==> config.mk <==
export PLATFORM = sky130hd
export DESIGN_NAME = reader_error_status_flags
export DESIGN_NICKNAME = d
export VERILOG_FILES = /design/src/hdl/fifo_fill_tracker.v /design/src/hdl/reader_error_status_flags.v
export VERILOG_INCLUDE_DIRS = /design/src /design/src/hdl
export SDC_FILE = /design/constraint.sdc
export NUM_CORES = 1
export LEC_CHECK = 0
export BUFFER_PORTS_ARGS = -buffer_cell sky130_fd_sc_hd__buf_4
export CAP_MARGIN = 15
export CORE_MARGIN = 2
export CORE_UTILIZATION = 44
export CTS_CLUSTER_SIZE = 16
export DETAILED_ROUTE_END_ITERATION = 10
export GPL_ROUTABILITY_DRIVEN = 0
export PLACE_DENSITY = 0.78
export SLEW_MARGIN = 5
export SYNTH_ARGS = -nofsm -noshare
export SYNTH_HDL_FRONTEND = slang
export SYNTH_SLANG_ARGS = --single-unit
==> constraint.sdc <==
create_clock -name sys_clk_i -period 8.1 [get_ports sys_clk_i]
set_input_delay 1.62 -clock sys_clk_i [delete_from_list [all_inputs] [get_ports sys_clk_i]]
set_output_delay 1.62 -clock sys_clk_i [all_outputs]
set_load 0.05 [all_outputs]
==> src/hdl/reader_flags_consts.vh <==
`ifndef READER_FLAGS_CONSTS_VH
`define READER_FLAGS_CONSTS_VH
// Register addresses
`define ADDR_ERROR_FLAGS 6'h06
`define ADDR_STATUS_FLAGS_ONE 6'h07
// Error flag register bit positions
`define ERR_WRITE_VIOL 7
`define ERR_OVERHEAT 6
`define ERR_OVERFLOW 4
`define ERR_COLLISION 3
`define ERR_CHECKSUM 2
`define ERR_PARITY 1
`define ERR_FRAME_START 0
// Primary status register bit positions
`define ST_CRC_ZERO 6
`define ST_CRC_DONE 5
`define ST_IRQ_PENDING 4
`define ST_TIMER_ACTIVE 3
`define ST_NEAR_FULL 1
`define ST_NEAR_EMPTY 0
// Reset values
`define ERROR_FLAGS_RESET 8'h00
`define STATUS_FLAGS_RESET 8'h21
// Reserved masks, 1 where a bit exists
`define ERROR_FLAGS_MASK 8'hDF
`define STATUS_FLAGS_MASK 8'h7B
// FIFO geometry
`define FIFO_DEPTH 7'h40
`define FIFO_COUNT_ZERO 7'h00
`define FIFO_COUNT_ONE 7'h01
// Timer gate select code meaning not gated
`define TIMER_GATE_OFF 2'h0
`endif

==> src/hdl/fifo_fill_tracker.v <==
`timescale 1ns/1ps
`include "reader_flags_consts.vh"
module fifo_fill_tracker #(
   parameter DEPTH = 64,
   parameter CW = 7
) (
   input wire sys_clk_i,
   input wire reset_n_i,
   input wire host_write_i,
   input wire host_read_i,
   input wire internal_write_i,
   input wire clear_i,
   input wire [5:0] fifo_threshold_i,
   output reg [CW-1:0] fifo_fill_count_o,
   output wire full_o,
   output wire fifo_near_full_o,
   output wire fifo_near_empty_o
);
   localparam [CW-1:0] DEPTH_W = DEPTH[CW-1:0];
   wire any_write;
   wire wr_ok;
   wire rd_ok;
   wire [CW-1:0] room;
   reg [CW-1:0] next_count;

   assign full_o = (fifo_fill_count_o == DEPTH_W);
   assign any_write = host_write_i | internal_write_i;
   assign wr_ok = any_write & ~full_o;
   assign rd_ok = host_read_i & (fifo_fill_count_o != `FIFO_COUNT_ZERO);
   assign room = DEPTH_W - fifo_fill_count_o;
   assign fifo_near_full_o = (room <= {1'b0, fifo_threshold_i});
   assign fifo_near_empty_o = (fifo_fill_count_o <= {1'b0, fifo_threshold_i});

   always @* begin
      next_count = fifo_fill_count_o;
      if (clear_i) begin
         next_count = `FIFO_COUNT_ZERO;
      end else if (wr_ok && !rd_ok) begin
         next_count = fifo_fill_count_o + `FIFO_COUNT_ONE;
      end else if (rd_ok && !wr_ok) begin
         next_count = fifo_fill_count_o - `FIFO_COUNT_ONE;
      end
   end

   always @(posedge sys_clk_i or negedge reset_n_i) begin
      if (!reset_n_i) begin
         fifo_fill_count_o <= `FIFO_COUNT_ZERO;
      end else begin
         fifo_fill_count_o <= next_count;
      end
   end
endmodule // fifo_fill_tracker

==> src/hdl/reader_error_status_flags.v <==
`timescale 1ns/1ps
`include "reader_flags_consts.vh"
module reader_error_status_flags #(
   parameter FIFO_DEPTH = 64,
   parameter COUNT_W = 7,
   parameter IRQ_W = 14
) (
   input wire sys_clk_i,
   input wire reset_n_i,
   // Register read port from the host interface logic
   input wire [5:0] reg_addr_i,
   input wire reg_read_i,
   output reg [7:0] reg_rdata_o,
   // FIFO access strobes
   input wire host_fifo_write_i,
   input wire host_fifo_read_i,
   input wire internal_fifo_write_i,
   input wire fifo_clear_strobe_i,
   input wire [5:0] fifo_threshold_i,
   output wire [COUNT_W-1:0] fifo_fill_count_o,
   // Command sequencer
   input wire command_start_i,
   input wire card_auth_command_i,
   input wire checksum_calc_command_i,
   // Transceiver window and receiver events
   input wire rf_tx_last_bit_i,
   input wire rf_rx_last_bit_i,
   input wire rx_startup_i,
   input wire lowest_rate_i,
   input wire rx_checksum_enable_i,
   input wire rx_collision_i,
   input wire rx_checksum_bad_i,
   input wire rx_parity_bad_i,
   input wire rx_frame_start_bad_i,
   input wire auth_byte_count_bad_i,
   // Temperature sensor pin, asynchronous
   input wire overheat_pin_i,
   output wire antenna_drivers_off_o,
   // Checksum coprocessor
   input wire crc_busy_i,
   input wire crc_finish_i,
   input wire crc_result_zero_i,
   // Interrupts and timer
   input wire [IRQ_W-1:0] irq_requests_i,
   input wire [IRQ_W-1:0] irq_enables_i,
   input wire timer_started_i,
   input wire timer_stopped_i,
   input wire [1:0] timer_gate_select_i,
   output wire error_irq_request_o,
   output wire [7:0] error_flag_register_o,
   output wire [7:0] primary_status_register_o
);
   reg heat_meta;
   reg heat_sync;
   reg in_tx_rx_gap;
   reg fifo_write_violation;
   reg overheat_flag;
   reg fifo_overflow_flag;
   reg bit_collision_flag;
   reg checksum_fail_flag;
   reg parity_fail_flag;
   reg frame_start_fault_flag;
   reg checksum_zero_flag;
   reg checksum_done_flag;
   reg timer_run;
   wire fifo_full;
   wire fifo_near_full;
   wire fifo_near_empty;
   wire timer_active_flag;
   wire any_fifo_write;

   // Next values of the flag and window registers
   reg next_write_violation;
   reg next_overflow;
   reg next_collision;
   reg next_checksum_fail;
   reg next_parity_fail;
   reg next_frame_fault;
   reg next_gap;
   reg next_timer_run;
   reg [7:0] error_bits;
   reg [7:0] status_bits;
   wire write_in_window;
   wire frame_fault_event;
   wire rx_restart;
   wire irq_pending;

   // Set beats clear in every flag below
   function next_flag;
      input cur;
      input clr;
      input set;
      begin
         next_flag = set | (cur & ~clr);
      end
   endfunction

   fifo_fill_tracker #(
      .DEPTH(FIFO_DEPTH),
      .CW(COUNT_W)
   ) u_fill (
      .sys_clk_i(sys_clk_i),
      .reset_n_i(reset_n_i),
      .host_write_i(host_fifo_write_i),
      .host_read_i(host_fifo_read_i),
      .internal_write_i(internal_fifo_write_i),
      .clear_i(fifo_clear_strobe_i),
      .fifo_threshold_i(fifo_threshold_i),
      .fifo_fill_count_o(fifo_fill_count_o),
      .full_o(fifo_full),
      .fifo_near_full_o(fifo_near_full),
      .fifo_near_empty_o(fifo_near_empty)
   );

   assign any_fifo_write = host_fifo_write_i | internal_fifo_write_i;

   always @(posedge sys_clk_i or negedge reset_n_i) begin
      if (!reset_n_i) begin
         heat_meta <= 1'b0;
         heat_sync <= 1'b0;
      end else begin
         heat_meta <= overheat_pin_i;
         heat_sync <= heat_meta;
      end
   end

   // Window from last transmitted bit to last received bit
   always @* begin
      next_gap = in_tx_rx_gap;
      if (rf_rx_last_bit_i || command_start_i) begin
         next_gap = 1'b0;
      end else if (rf_tx_last_bit_i) begin
         next_gap = 1'b1;
      end
   end

   always @(posedge sys_clk_i or negedge reset_n_i) begin
      if (!reset_n_i) begin
         in_tx_rx_gap <= 1'b0;
      end else begin
         in_tx_rx_gap <= next_gap;
      end
   end

   // Receiver start-up and command start both wipe the receive error group
   assign rx_restart = command_start_i | rx_startup_i;
   assign write_in_window = card_auth_command_i | in_tx_rx_gap;
   assign frame_fault_event = (lowest_rate_i & rx_frame_start_bad_i)
      | (card_auth_command_i & auth_byte_count_bad_i);

   always @* begin
      next_write_violation = next_flag(fifo_write_violation, command_start_i,
         host_fifo_write_i & write_in_window);
      next_overflow = next_flag(fifo_overflow_flag,
         command_start_i | fifo_clear_strobe_i, any_fifo_write & fifo_full);
      // Forced low above the lowest rate, even when an event arrives
      next_collision = lowest_rate_i
         & next_flag(bit_collision_flag, rx_restart, rx_collision_i);
      next_checksum_fail = next_flag(checksum_fail_flag, rx_restart,
         rx_checksum_enable_i & rx_checksum_bad_i);
      next_parity_fail = next_flag(parity_fail_flag, rx_restart,
         lowest_rate_i & rx_parity_bad_i);
      next_frame_fault = next_flag(frame_start_fault_flag, rx_restart,
         frame_fault_event);
   end

   always @(posedge sys_clk_i or negedge reset_n_i) begin
      if (!reset_n_i) begin
         fifo_write_violation <= 1'b0;
         overheat_flag <= 1'b0;
         fifo_overflow_flag <= 1'b0;
         bit_collision_flag <= 1'b0;
         checksum_fail_flag <= 1'b0;
         parity_fail_flag <= 1'b0;
         frame_start_fault_flag <= 1'b0;
      end else begin
         fifo_write_violation <= next_write_violation;
         // Overheat is cleared only when the sensor reports cool again
         overheat_flag <= heat_sync;
         fifo_overflow_flag <= next_overflow;
         bit_collision_flag <= next_collision;
         checksum_fail_flag <= next_checksum_fail;
         parity_fail_flag <= next_parity_fail;
         frame_start_fault_flag <= next_frame_fault;
      end
   end

   assign antenna_drivers_off_o = overheat_flag;

   // Checksum coprocessor progress; a finish in a busy cycle wins
   always @(posedge sys_clk_i or negedge reset_n_i) begin
      if (!reset_n_i) begin
         checksum_zero_flag <= 1'b0;
      end else if (crc_finish_i) begin
         checksum_zero_flag <= crc_result_zero_i;
      end else if (crc_busy_i) begin
         checksum_zero_flag <= 1'b0;
      end
   end

   // Done resets high and is set only by a finish of the standalone calculation command; a busy cycle of any command clears it
   always @(posedge sys_clk_i or negedge reset_n_i) begin
      if (!reset_n_i) begin
         checksum_done_flag <= 1'b1;
      end else if (crc_finish_i && checksum_calc_command_i) begin
         checksum_done_flag <= 1'b1;
      end else if (crc_busy_i) begin
         checksum_done_flag <= 1'b0;
      end
   end

   // Run state follows start/stop, never the external gate level
   // Gate select stays out of this on purpose, whatever mode is chosen
   always @* begin
      next_timer_run = timer_run;
      if (timer_started_i) begin
         next_timer_run = 1'b1;
      end else if (timer_stopped_i) begin
         next_timer_run = 1'b0;
      end
   end

   always @(posedge sys_clk_i or negedge reset_n_i) begin
      if (!reset_n_i) begin
         timer_run <= 1'b0;
      end else begin
         timer_run <= next_timer_run;
      end
   end

   assign timer_active_flag = timer_run;

   // Reserved positions stay zero; no write path reaches them
   always @* begin
      error_bits = `ERROR_FLAGS_RESET;
      error_bits[`ERR_WRITE_VIOL] = fifo_write_violation;
      error_bits[`ERR_OVERHEAT] = overheat_flag;
      error_bits[`ERR_OVERFLOW] = fifo_overflow_flag;
      error_bits[`ERR_COLLISION] = bit_collision_flag;
      error_bits[`ERR_CHECKSUM] = checksum_fail_flag;
      error_bits[`ERR_PARITY] = parity_fail_flag;
      error_bits[`ERR_FRAME_START] = frame_start_fault_flag;
   end

   assign error_flag_register_o = error_bits & `ERROR_FLAGS_MASK;
   assign error_irq_request_o = |error_flag_register_o;
   // Left combinational so enable changes show without a cycle of lag
   assign irq_pending = |(irq_requests_i & irq_enables_i);

   always @* begin
      status_bits = 8'h00;
      status_bits[`ST_CRC_ZERO] = checksum_zero_flag;
      status_bits[`ST_CRC_DONE] = checksum_done_flag;
      status_bits[`ST_IRQ_PENDING] = irq_pending;
      status_bits[`ST_TIMER_ACTIVE] = timer_active_flag;
      status_bits[`ST_NEAR_FULL] = fifo_near_full;
      status_bits[`ST_NEAR_EMPTY] = fifo_near_empty;
   end

   assign primary_status_register_o = status_bits & `STATUS_FLAGS_MASK;

   // Read data held in a register; unmapped addresses read zero
   always @(posedge sys_clk_i or negedge reset_n_i) begin
      if (!reset_n_i) begin
         reg_rdata_o <= `ERROR_FLAGS_RESET;
      end else if (reg_read_i) begin
         case (reg_addr_i)
            `ADDR_ERROR_FLAGS: begin
               reg_rdata_o <= error_flag_register_o;
            end
            `ADDR_STATUS_FLAGS_ONE: begin
               reg_rdata_o <= primary_status_register_o;
            end
            default: begin
               reg_rdata_o <= 8'h00;
            end
         endcase
      end
   end
endmodule // reader_error_status_flags

**After elaboration in Yosys (flattened, before gate mapping)**

Index checks and enable logic that the tools add are counted.

- Bits in registers: 28
- Logic and storage cells: 79
- Input bits: 68
- Output and inout bits: 33

- Bitwise gates (word level): 31
- Reduce and logical (&&, ||, !) cells: 14
- Equality and inequality tests: 3
- $add $sub $neg: 3
- Magnitude comparators: 2
- Mux-type cells: 11

Operators with widths:

| kind | number |
|---|---|
| 7-bit two-way mux | 3 |
| 8-bit one-hot mux with 2 select lines | 1 |
| 1-bit bitwise AND | 15 |
| 14-bit bitwise AND | 1 |
| 7-bit by 6-bit less-or-equal comparator with 1-bit output | 2 |
| 14-bit OR reduction | 1 |
| 6-bit by 3-bit == test with 1-bit output, second input constant | 2 |
| 1-bit bitwise OR | 11 |
| 2-bit nonzero test | 4 |
| 7-bit by 1-bit adder with 7-bit output, second input constant | 1 |
| 7-bit == test, second input constant | 1 |
| 1-bit two-way mux | 7 |
| 7-bit nonzero test | 1 |
| 7-bit OR reduction | 1 |
| 7-bit by 1-bit subtractor with 7-bit output, second input constant | 1 |
| 7-bit subtractor, first input constant | 1 |
| 1-bit NOT | 4 |
| 1-bit logical AND | 3 |
| 3-bit nonzero test | 1 |
| 1-bit logical NOT | 2 |
| 1-bit logical OR | 1 |

**Logic depth before layout (Yosys ltp)**

- Depth in word-level cells: 8
- Mapped depth: 14

**Hierarchy**

Synthesis repeated with hierarchy kept, for this count alone.

- Cell total of the unflattened synthesis: 228
- Area total of the unflattened synthesis: 2095.8 µm²

Modules (own cells, without submodules):

| module | cells an instance | times used | area each (µm²) | sequential area each (µm²) |
|---|---|---|---|---|
| reader_error_status_flags | 114 | 1 | 1104.8 | 526.8 |
| fifo_fill_tracker | 114 | 1 | 991.0 | 175.2 |

**Least setup slack after synthesis**

OpenSTA, ideal clock, no wires.

- Path kind: in2out
- Start: input port fifo_threshold_i[4]
- End: output port primary_status_register_o[0]
- Cell stages on the path: 6
- Path slack: 3.715 ns
- Arrival time: 2.765 ns
- Buffers on the path: 1
- Cells stage by stage: inv_1 ha_1 a21o_1 a211o_1 o22ai_1 buf_4

- Cells in the longest elaborated chain, start to end: 1

Ends and longest elaborated chain:

| item | line | source |
|---|---|---|
| start: declaration | reader_error_status_flags.v:19 | `input wire [5:0] fifo_threshold_i,` |
| 7-bit by 6-bit less-or-equal comparator with 1-bit output | fifo_fill_tracker.v:32 | `assign fifo_near_empty_o = (fifo_fill_count_o <= {1'b0, fifo_threshold_i});` |
| end: declaration | reader_error_status_flags.v:51 | `output wire [7:0] primary_status_register_o` |

Every way passes these cells.

**Worst setup path in the final report**

Same ends and word-level chain as after synthesis.

==> run metrics <==
DIE AREA=about 5000 sq um; clock transition at the registers of the reported paths=~90 ps; R2R Setup Slk=4690 ps; ys async rst share=100%; via/cell ratio=around 5.2; Max Slew Vio Count=0; HPWL after DPL=3780 um; Area Growth Syn to Fin=34.3%; Setup Skew=roughly 5.2 ps; Routed Antenna Nets=0; wirelength, routed=4690 um; max FFs per register=8; Pwr Density=~280 nW/um^2; Fillers=about 400; post-synthesis compound-gate area fraction=between 20% and 30%; initial antenna violation count=0; static leakage=between 0.001 and 0.0015 uW; relative slew slack=between 40% and 50%; HP Class=register to register; CORE AREA=roughly 4300 sq um; Max-Cap Viols=0; Mapped Cells=about 210; most numerous cell in the Yosys netlist=dfrtp_1; largest family of logic cells by synthesized area=compound AO/OA/AOI/OAI gates; period utilization=between 50 and 60%; largest net degree at the start of global routing=29; clock tree buffer depth=2; Critical Path Source Type=input port; first-pass GRT wire length=between 7000 and 8000 um; Post-Synth XOR/XNOR Area=between 4 and 5%; vias in the first global route=between 1.5k and 2k; EDFF count, synth=0; clk root buf=clkbuf_8; commonest cells in the netlist=dfrtp_1 (27), inv_1 (20), ha_1 (18); post-synthesis sequential area ratio=a little over a third; DR WL/cell=13.6 um; Finish-stage setup viols=0; Final Hold Fails=0; Final Critical Period=about 4600 ps; Multi-input gate area=between 1000 and 1500 sq um; largest cells by area after synthesis=dfrtp_1 (34%), ha_1 (11%), buf_4 (6.1%), inv_1 (3.8%), a21oi_1 (3.1%); post-synthesis simple-gate area fraction=between 10% and 20%; DR iter-0 viols=69; Max VDD drop=~190 uV; Worst-Margin Slew=801 ps; Avg Synthesized Cell Area=between 9 and 10 sq um; cts hold-fix bufs=0; Sink Count=28; Synth top area share=34.3%; Top Registers=reg_rdata_o (8), u_fill.fifo_fill_count_o (7); most flop-heavy register=reg_rdata_o; # Post-CTS Setup Buffers=0; pre-CTS setup slack=approximately 3400 ps; mapped cell area=roughly 2000 sq um; PostCTS Resize Cnt=0; mux cell area share after synthesis=1.08%; Critical Path AT=between 3000 and 4000 ps; Final Net Count=380; routed vias=~1.8k; Chip Height=approximately 71 um; Max Freq=215 MHz; prevailing post-synth register cell=dfrtp_1; # rows=24; # DRC=0; setup TNS=0 ps; synth unique cells=47; first-pass detailed-route iteration total=4; Num CTS Buffers=3; n_diodes=0; yosys warns=0; port bufs=95; Starting Density=between 40% and 50%; Post-Synth Adder-Cell Area=between 10 and 15%; Worst Setup Path Type=input port to output port; Setup crit end kind=output port; CTS tree=yes; Skew-Pair Late Insertion Delay=roughly 270 ps; total track usage=between 15 and 20%; status=completed; CP required=roughly 6500 ps; post-synth top area cell=dfrtp_1; FF+latch area=around 700 sq um; RSZ-0062 raised after global routing=false; Top Ports=between 100 and 150; flops & latches, synth=28; layout cells sized above 1=between 30% and 40%; die width=~70 um; gr ovfl total=0; htree depth=1; crit path max fanout=2; Final WS setup=~3500 ps
==> routing by layer <==
metal  GRT usage, %  part of all wire, %
met5              0                    0
met4           5.66                  1.1
met3           3.13                  9.1
met2           29.9                   47
met1           25.3                   43
==> critical path, cell delays in order <==
cell     delay (ps)
buf_4            70
inv_1            50
ha_1            310
a21o_1          170
a211o_1         290
o22ai_1         260
buf_4           260
==> final cells by class <==
class,count,area share (%)
inverters,20,2.84
flip-flops and latches,28,26.6
repair buffers,95,27.0
multi-input cells,145,39.4
clock buffers,4,1.70
well taps,52,2.46
==> per-stage QoR <==
stage	utilization (%)	cells	area [sq um]	hold slack (ps)	total power (uW)
final	61.1	344	2640	359	744
after global routing	61.1	344	2640	366	801
after CTS	61.1	344	2640	356	748
after detailed placement	60.1	340	2600	336	672
after global placement	60.1	340	2600	334	661
after floorplan	-	216	1980	331	566
==> cells by family (layout without fill, tap and decap cells) <==
group | count (synthesis) | count (layout)
simple gates | 54 | 54
buf+inv | 43 | 119
other cells | 1 | 3
flops | 28 | 28
fa+ha+maj | 19 | 19
xor+xnor | 9 | 9
mux | 2 | 2
compound gates | 58 | 58
==> path summary, 6_finish.rpt <==
| kind | from | endpoint | cells after the start |
|---|---|---|---|
| setup / recovery | fifo_threshold_i[4] | primary_status_register_o[0] | 7 |
| hold / removal | heat_meta | heat_sync | 0 |
| setup reg to reg | u_fill.fifo_fill_count_o[2] | u_fill.fifo_fill_count_o[6] | 11 |
| hold reg to reg | heat_meta | heat_sync | 0 |
| max in group asynchronous | reset_n_i | checksum_done_flag | 1 |
| min in group asynchronous | reset_n_i | reg_rdata_o[1] | 1 |
==> power by group <==
part	internal, uW	switching (uW)	total, uW
logic	194	275	469
clock network	35.3	42.3	77.6
registers	161	36.4	197
total	390	354	744
==> cells in the final DEF (no fill, tap or decap), types with 4 or more instances in the layout <==
| master | instances |
|---|---|
| inv_1 | 20 |
| nand3_1 | 8 |
| nor3_1 | 5 |
| a22oi_1 | 8 |
| nor2_1 | 10 |
| xnor2_1 | 6 |
| nand2_1 | 12 |
| buf_4 | 95 |
| a21o_1 | 5 |
| a21oi_1 | 12 |
| ha_1 | 18 |
| nor2b_1 | 5 |
| a22o_1 | 4 |
| o21ai_0 | 12 |
| dfrtp_1 | 27 |
Note: power is estimated with default switching activity, not from simulation.
